<file path="src/rtl/bxs_pkg.sv">
/*
 * Package for the bridge excitation sequencer: mode encodings, the pin and status
 * carrier structs, and the timing counts.
 * Assumes a single 20 MHz master clock, which stands in for the converter's master clock pin.
 */
// Summary of operation
// - source bit 0 internal, 1 external excitation
// - internal dc: drive A low, B high
// - external mode makes drive A an input
// - external A held high means dc
// - internal ac divides master clock by select
// - internal ac phases A and B never overlap
// - one idle master cycle between phases
// - external mode echoes phased clock on B
// - blank sampling 64 cycles after each edge
// - one filter word per 81920 cycles
// - restart begins on first edge after release
package bxs_pkg;
    localparam int unsigned BXS_SETTLE_CYCLES = 64;
    localparam int unsigned BXS_WORD_CYCLES = 81920;
    localparam int unsigned BXS_SETTLE_PERIODS = 6;
    localparam logic BXS_SRC_INTERNAL = 1'h0;
    localparam logic BXS_SRC_EXTERNAL = 1'h1;
    localparam logic [1:0] BXS_SEL_DC = 2'h0;

    // excitation phase state, Gray along the a -> gap -> b -> gap loop
    typedef enum logic [1:0] {
        BXS_PH_A = 2'h0,
        BXS_GAP_AB = 2'h1,
        BXS_PH_B = 2'h3,
        BXS_GAP_BA = 2'h2
    } bxs_phase_t;

    typedef struct packed {
        logic drive_a_out;
        logic drive_a_oe_b;
        logic drive_b_out;
    } bxs_pins_t;

    typedef struct packed {
        logic sample_enable;
        logic word_strobe;
        logic settled;
    } bxs_status_t;
endpackage

</file>
<file path="src/rtl/bxs_sequencer.sv">
/*
 * Bridge excitation sequencer: internal two-phase or dc drive, external excitation
 * follow-through, sample blanking after each drive edge and the filter word pacing.
 * Assumes all inputs are synchronous to CLK and the external excitation is
 * derived from the same master clock.
 */
`timescale 1ns/1ps
module bxs_sequencer
    import bxs_pkg::*;
#(
    parameter int unsigned DIV_SEL1 = 2048,
    parameter int unsigned DIV_SEL2 = 4096,
    parameter int unsigned DIV_SEL3 = 8192,
    parameter int unsigned WORD_CYCLES = BXS_WORD_CYCLES,
    parameter int unsigned SETTLE_CYCLES = BXS_SETTLE_CYCLES
) (
    // clock and reset
    input wire logic CLK,
    input wire logic RST_B,
    // configuration
    input wire logic EXCITATION_SOURCE,
    input wire logic EXCITATION_FREQ_SEL_HI,
    input wire logic EXCITATION_FREQ_SEL_LO,
    input wire logic FILTER_RESTART_BIT,
    // bridge drive pins
    input wire logic BRIDGE_DRIVE_A_IN,
    output bxs_pins_t BRIDGE_PINS,
    // sampling and filter pacing
    output bxs_status_t STATUS
);
    localparam int CW = 17;

    wire logic external_mode = (EXCITATION_SOURCE == BXS_SRC_EXTERNAL);
    wire logic [1:0] freq_sel = {EXCITATION_FREQ_SEL_HI, EXCITATION_FREQ_SEL_LO};
    wire logic internal_dc = !external_mode && (freq_sel == BXS_SEL_DC);
    // the phase generator is parked whenever it is not making ac excitation
    wire logic ac_idle = external_mode || internal_dc;
    // half period in master cycles, one of which is the gap
    wire logic [CW-1:0] half_period = (freq_sel == 2'h1) ? CW'(DIV_SEL1 / 2) :
                                      (freq_sel == 2'h2) ? CW'(DIV_SEL2 / 2) :
                                      CW'(DIV_SEL3 / 2);

    bxs_phase_t phase_q, phase_d;
    logic [CW-1:0] div_q;
    logic ext_a_q;
    logic a_q, b_q;
    logic [6:0] blank_q;
    logic [CW-1:0] word_q;
    logic [2:0] periods_q;
    logic strobe_q;

    wire logic div_done = (div_q == '0);
    wire logic in_gap = (phase_q == BXS_GAP_AB) || (phase_q == BXS_GAP_BA);

    always_comb begin
        phase_d = phase_q;
        unique case (phase_q)
            BXS_PH_A: if (div_done) phase_d = BXS_GAP_AB;
            BXS_GAP_AB: phase_d = BXS_PH_B;
            BXS_PH_B: if (div_done) phase_d = BXS_GAP_BA;
            BXS_GAP_BA: phase_d = BXS_PH_A;
        endcase
    end

    // external: A is the excitation input, level held high reads as dc
    wire logic a_d = external_mode ? 1'h0 :
                     internal_dc ? 1'h0 : (phase_q == BXS_PH_A);
    wire logic b_d = external_mode ? ext_a_q :
                     internal_dc ? 1'h1 : (phase_q == BXS_PH_B);
    wire logic edge_seen = external_mode ? (b_d != b_q) : ((a_d != a_q) || (b_d != b_q));

    always_ff @(posedge CLK) begin
        if (!RST_B || internal_dc || external_mode) begin
            phase_q <= BXS_PH_A;
            div_q <= half_period - CW'(2);
        end else begin
            phase_q <= phase_d;
            div_q <= (in_gap || div_done) ? half_period - CW'(2) : div_q - CW'(1);
        end
    end

    always_ff @(posedge CLK) begin
        if (!RST_B) begin
            ext_a_q <= 1'h0;
            a_q <= 1'h0;
            b_q <= 1'h1;
            blank_q <= 7'h0;
        end else begin
            ext_a_q <= BRIDGE_DRIVE_A_IN;
            a_q <= a_d;
            b_q <= b_d;
            // restart the blanking window on every drive edge
            blank_q <= edge_seen ? 7'(SETTLE_CYCLES) :
                       (blank_q != 7'h0) ? blank_q - 7'h1 : 7'h0;
        end
    end

    // held in restart; counting begins on the first edge after release
    always_ff @(posedge CLK) begin
        if (!RST_B || FILTER_RESTART_BIT) begin
            word_q <= '0;
            strobe_q <= 1'h0;
            periods_q <= 3'h0;
        end else begin
            strobe_q <= (word_q == CW'(WORD_CYCLES - 1));
            word_q <= (word_q == CW'(WORD_CYCLES - 1)) ? '0 : word_q + CW'(1);
            if (word_q == CW'(WORD_CYCLES - 1) && periods_q != 3'(BXS_SETTLE_PERIODS)) begin
                periods_q <= periods_q + 3'h1;
            end
        end
    end

    assign BRIDGE_PINS.drive_a_out = a_q;
    assign BRIDGE_PINS.drive_a_oe_b = external_mode;
    assign BRIDGE_PINS.drive_b_out = b_q;
    assign STATUS.sample_enable = (blank_q == 7'h0);
    assign STATUS.word_strobe = strobe_q;
    assign STATUS.settled = (periods_q == 3'(BXS_SETTLE_PERIODS));

    // checker-only counters: long spans are measured here so that the
    // properties below need no long repetitions
    logic [CW-1:0] a_len_q;
    logic [CW-1:0] b_len_q;
    logic [CW-1:0] half_a_q;
    logic [CW-1:0] half_b_q;
    logic b_paced_q;
    logic [CW-1:0] word_gap_q;
    logic [6:0] low_len_q;

    // each phase length is taken from the selector latched when that phase
    // was loaded, so a selector change mid-phase does not trip the check
    always_ff @(posedge CLK) begin
        if (!RST_B || ac_idle) begin
            a_len_q <= '0;
            b_len_q <= '0;
            half_a_q <= half_period;
            half_b_q <= half_period;
            b_paced_q <= 1'h0;
        end else begin
            a_len_q <= a_q ? a_len_q + CW'(1) : '0;
            b_len_q <= b_q ? b_len_q + CW'(1) : '0;
            if (phase_q == BXS_GAP_BA) begin
                half_a_q <= half_period;
            end
            if (phase_q == BXS_GAP_AB) begin
                half_b_q <= half_period;
                b_paced_q <= 1'h1;
            end
        end
    end

    // cycles since the last strobe, or since the filter was let go
    always_ff @(posedge CLK) begin
        if (!RST_B || FILTER_RESTART_BIT) begin
            word_gap_q <= '0;
        end else begin
            word_gap_q <= strobe_q ? CW'(1) : word_gap_q + CW'(1);
        end
    end

    // blanked cycles since the most recent drive edge
    always_ff @(posedge CLK) begin
        if (!RST_B) begin
            low_len_q <= 7'h0;
        end else begin
            low_len_q <= (edge_seen || STATUS.sample_enable) ? 7'h0 : low_len_q + 7'h1;
        end
    end

    // drive phase shape
    nonoverlap_a: assert property (@(posedge CLK) disable iff (!RST_B)
        !(a_q && b_q && !external_mode)) else $error("drive phases overlap");
    dc_levels_a: assert property (@(posedge CLK) disable iff (!RST_B)
        internal_dc [*2] |-> !a_q && b_q) else $error("dc levels wrong");
    gap_width_a: assert property (@(posedge CLK) disable iff (!RST_B || ac_idle)
        $fell(a_q) |-> !b_q ##1 b_q) else $error("gap not one cycle");
    gap_ba_a: assert property (@(posedge CLK) disable iff (!RST_B || ac_idle)
        $fell(b_q) && b_paced_q |-> !a_q ##1 a_q) else $error("gap b to a wrong");
    phase_a_len_a: assert property (@(posedge CLK) disable iff (!RST_B || ac_idle)
        $fell(a_q) |-> a_len_q == half_a_q - CW'(1)) else $error("drive a length wrong");
    phase_b_len_a: assert property (@(posedge CLK) disable iff (!RST_B || ac_idle)
        $fell(b_q) && b_paced_q |-> b_len_q == half_b_q - CW'(1)) else $error("drive b length");

    // sample blanking
    blank_edge_a: assert property (@(posedge CLK) disable iff (!RST_B)
        $changed(b_q) |-> !STATUS.sample_enable) else $error("sampled at edge");
    blank_a_edge_a: assert property (@(posedge CLK) disable iff (!RST_B)
        $changed(a_q) && !external_mode |-> !STATUS.sample_enable) else $error("sampled at a");
    blank_len_a: assert property (@(posedge CLK) disable iff (!RST_B)
        $rose(STATUS.sample_enable) |-> low_len_q == 7'(SETTLE_CYCLES)) else $error("blank length");

    // external excitation
    ext_echo_a: assert property (@(posedge CLK) disable iff (!RST_B)
        external_mode [*3] |-> b_q == $past(BRIDGE_DRIVE_A_IN, 2)) else $error("echo wrong");
    ext_a_input_a: assert property (@(posedge CLK) disable iff (!RST_B)
        external_mode |-> BRIDGE_PINS.drive_a_oe_b) else $error("a driven in ext");
    ext_a_quiet_a: assert property (@(posedge CLK) disable iff (!RST_B)
        external_mode [*2] |-> !BRIDGE_PINS.drive_a_out) else $error("a not quiet in ext");
    ext_dc_a: assert property (@(posedge CLK) disable iff (!RST_B)
        (external_mode && BRIDGE_DRIVE_A_IN) [*3] |-> b_q) else $error("ext dc not static");
    int_drive_a: assert property (@(posedge CLK) disable iff (!RST_B)
        !external_mode |-> !BRIDGE_PINS.drive_a_oe_b) else $error("a released in int");

    // filter word pacing
    restart_hold_a: assert property (@(posedge CLK) disable iff (!RST_B)
        FILTER_RESTART_BIT |=> word_q == '0 && !strobe_q) else $error("restart ignored");
    strobe_space_a: assert property (@(posedge CLK) disable iff (!RST_B || FILTER_RESTART_BIT)
        strobe_q |=> !strobe_q) else $error("strobe too long");
    word_space_a: assert property (@(posedge CLK) disable iff (!RST_B || FILTER_RESTART_BIT)
        strobe_q |-> word_gap_q == CW'(WORD_CYCLES)) else $error("word spacing wrong");
    word_phase_a: assert property (@(posedge CLK) disable iff (!RST_B)
        strobe_q |-> word_q == '0) else $error("strobe off count wrap");
    settled_hold_a: assert property (@(posedge CLK) disable iff (!RST_B)
        STATUS.settled && !FILTER_RESTART_BIT |=> STATUS.settled) else $error("settled lost");
endmodule

</file>
<file path="config.mk">
export PLATFORM = sky130hd
export DESIGN_NAME = bxs_sequencer
export DESIGN_NICKNAME = d
export VERILOG_FILES = /design/src/rtl/bxs_pkg.sv /design/src/rtl/bxs_sequencer.sv
export SDC_FILE = /design/constraint.sdc
export NUM_CORES = 1
export LEC_CHECK = 0
export ABC_AREA = 1
export BUFFER_PORTS_ARGS = -buffer_cell sky130_fd_sc_hd__buf_2
export CAP_MARGIN = 20
export CORE_ASPECT_RATIO = 0.8
export CORE_MARGIN = 5
export CORE_UTILIZATION = 40
export DETAILED_ROUTE_END_ITERATION = 10
export HOLD_SLACK_MARGIN = 0.06
export PLACE_DENSITY_LB_ADDON = 0.2
export SYNTH_ARGS = -nofsm -noshare
export SYNTH_HDL_FRONTEND = slang
export SYNTH_SLANG_ARGS = --single-unit
</file>
<file path="constraint.sdc">
create_clock -name CLK -period 2.45 [get_ports CLK]
set_input_delay 0.245 -clock CLK [delete_from_list [all_inputs] [get_ports CLK]]
set_output_delay 0.245 -clock CLK [all_outputs]
set_load 0.1 [all_outputs]
</file>
==> run summary <==
1st-iter DRT viols = 116
largest net degree at the start of global routing = 17
dominant cells by area after synthesis = dfxtp_1 39%, nand2_1 9.3%, nor2_1 9.3%, inv_1 7.2%, ha_1 5.9%
post-DP HPWL = 3350 um
Area Overhead vs Synth = 10.0%
Num CTS Buffers = 5
WL final = 4330 um
fill count = 649
TritonRoute pass-1 iters = 4
RSZ-0062 raised after global routing = false
Clock Skew = 0.00784 ns
CP max FO = 3
Max stage delay on crit path = 0.42 ns
initial antenna violation count = 0
#FFs+latches synth = 50
crit path kind = reg2out
sequential share of power = 47.6%
post-synth design cell area = 2550 um2
P_leak = 1.33 nW
switching pwr = 0.000455 W
synth cell count leaders = 63 x nand2_1, 63 x nor2_1, 50 x dfxtp_1
Synth cell types = 30
Synth async-reset ratio = 0%
# port buffers = 12
Nets = 376
Routability Congestion = 0.816
slowest cell on the critical path = buf_2
depth of the CTS H-tree = 2
dpl cells = 434
Int Power = 0.00135 W
setup violators final = 0
area of the die = 8070 um2
GRT Util Overall = 11.9%
boundary pin count = 13
number of gates resized after cts = 0
setup TNS = 0 ns
Critical Path AT = 1.64 ns
Max-cap violations = 0
grt total ovfl = 0
Slew headroom = 66.4%
Worst EP required = 2.20 ns
largest family of logic cells by synthesized area = simple AND/OR/NAND/NOR gates
Switching Share = 25.2%
Fin. Hold Viols = 0
critical-path cell list = or2_2 > nor2_1 > nand3_1 > inv_1 > buf_2
Final period util = 76.8%
share of cells above drive strength 1 = 11.7%
area share of the leading cell type in the synthesized netlist = 39.3%
HP Class = in2reg
WL/cell = 9.80 um
mean post-synth cell area = 7.40 um2
post-synthesis mux area share = 0%
fin cells = 442
chip height = 81.4 um
YS warnings = 0
Post-Synth Simple-Gate Area = 34.5%
Clock Latency Late Sink = 0.30 ns
CTS max path bufs = 2
CP startpoint kind = register
Yosys top cell by area = dfxtp_1
Most used DFF post-synth = dfxtp_1
Site Rows = 26
number of global-route vias before repair = 1,865
critical path capture point type = primary output
status = complete, no violations
EDFF count, synth = 0
Clk pwr share = 39.1%
core footprint = 6280 um2
Initial Utilization = 40.6%
clk sinks = 50
Highest Clock Rate = 532 MHz
DRC = 0
hold_buf cts = 0
PD cells = 643 nW/um2
ant diodes = 0
Worst Tran Pin Value = 0.508 ns
vias per inst = 4.48
root buffer cell = clkbuf_8
clock slew at reported path FFs = 0.09 ns
Slew Viols, Final = 0
total number of vias = 1,979
VDD IR max = 0.483 mV
first-pass GRT wire length = 7830 um
Synth Instances = 344
Final min period = 1.88 ns
setup bufs post-CTS = 0
Synth Area in XOR/XNOR = 6.19%
Synth Area in Compound Gates = 4.23%
post-synthesis sequential area ratio = 39.3%
Adder-Cell Fraction of Synth Area = 5.90%
R2R Setup Slk = 0.91 ns
ANT nets after route = 0
Die W = 99.2 um
TritonCTS clock tree = built
Mapped Nets = 363
Combinational Power Share = 13.3%
## per-layer routing
metal | track usage [%] | share of wire, % | vias to the layer above
li1 | - | - | 1086
met1 | 14.9 | 52 | 863
met2 | 20.0 | 43 | 28
met3 | 3.35 | 3.7 | 2
met4 | 3.68 | 0.92 | 0
met5 | 0 | 0 | -
## cells by family after synthesis
kind of cell    Yosys count
xor+xnor                 18
flops                    50
buf+inv                  58
compound gates           20
simple gates            186
fa+ha+maj                12
## metrics by stage
step                total power (W)  hold WS [ns]  setup WS (ns)  utilization [%]  area (um2)
floorplan                   0.00108         0.315          0.806                -        2550
global placement            0.00111         0.403          0.848             42.3        2660
detailed placement          0.00112         0.407          0.841             42.3        2660
CTS                         0.00184         0.119          0.541             44.6        2800
global route                0.00190         0.126          0.470             44.6        2800
finish                      0.00180         0.133          0.570             44.6        2800
## worst max-delay path, delay by kind of cell, from the launching register on
family / cells / cell delay, ns
simple gates: 3 / 0.52
flops: 1 / 0.33
buf+inv: 2 / 0.49
## placed cells by master, fill, tap and decap left out
cell type	instances
nand3_4	1
nand3_1	25
nand2_4	3
nor2_8	1
inv_2	2
nand3_2	1
or2_0	1
xnor2_1	9
nor3_1	9
xor2_1	9
clkbuf_8	6
dfxtp_1	50
nor2_4	2
inv_1	49
bufinv_16	2
nor3_2	1
buf_2	12
o21bai_1	2
o211ai_1	1
nand2_2	3
nand4_1	4
nand3b_4	1
o21ai_0	3
nor2_1	63
ha_1	12
nand3b_1	2
nor2_2	3
nand2_1	63
a21oi_1	14
or2_2	3
inv_4	1
## flip-flops by register name, indices dropped and copies added, names as in the netlist, named ones only
name,count
strobe_q,1
b_q,1
periods_q,3
a_q,1
blank_q,7
phase_q,2
ext_a_q,1
div_q,16
word_q,17
## path summary, 6_finish.rpt
check                        start                     to  cells past startpoint
max          blank_q[4]$_SDFF_PP0_              STATUS[2]                      5
min reg2reg  blank_q[0]$_SDFF_PP0_  blank_q[0]$_SDFF_PP0_                      1
max reg2reg   word_q[0]$_SDFF_PP0_  word_q[14]$_SDFF_PP0_                     10
min              BRIDGE_DRIVE_A_IN     ext_a_q$_SDFF_PN0_                      3
## layout make-up
class	instances	area, um2	area share (%)
clock inverter	2	60.1	2.14
tap	84	105	3.75
multi-input combinational	236	1290	46.2
inverter	52	198	7.06
timing repair buffer	12	60.1	2.14
sequential	50	1000	35.7
clock buffer	6	82.6	2.95
## power groups by stage
stage / Clock (W) / Combinational, W / Sequential (W)
floorplan: 0 / 0.000210 / 0.000871
global placement: 0 / 0.000239 / 0.000875
detailed placement: 0 / 0.000242 / 0.000875
CTS: 0.000735 / 0.000243 / 0.000856
global route: 0.000769 / 0.000267 / 0.000860
finish: 0.000704 / 0.000240 / 0.000856
(Power assumes the default switching activity.)
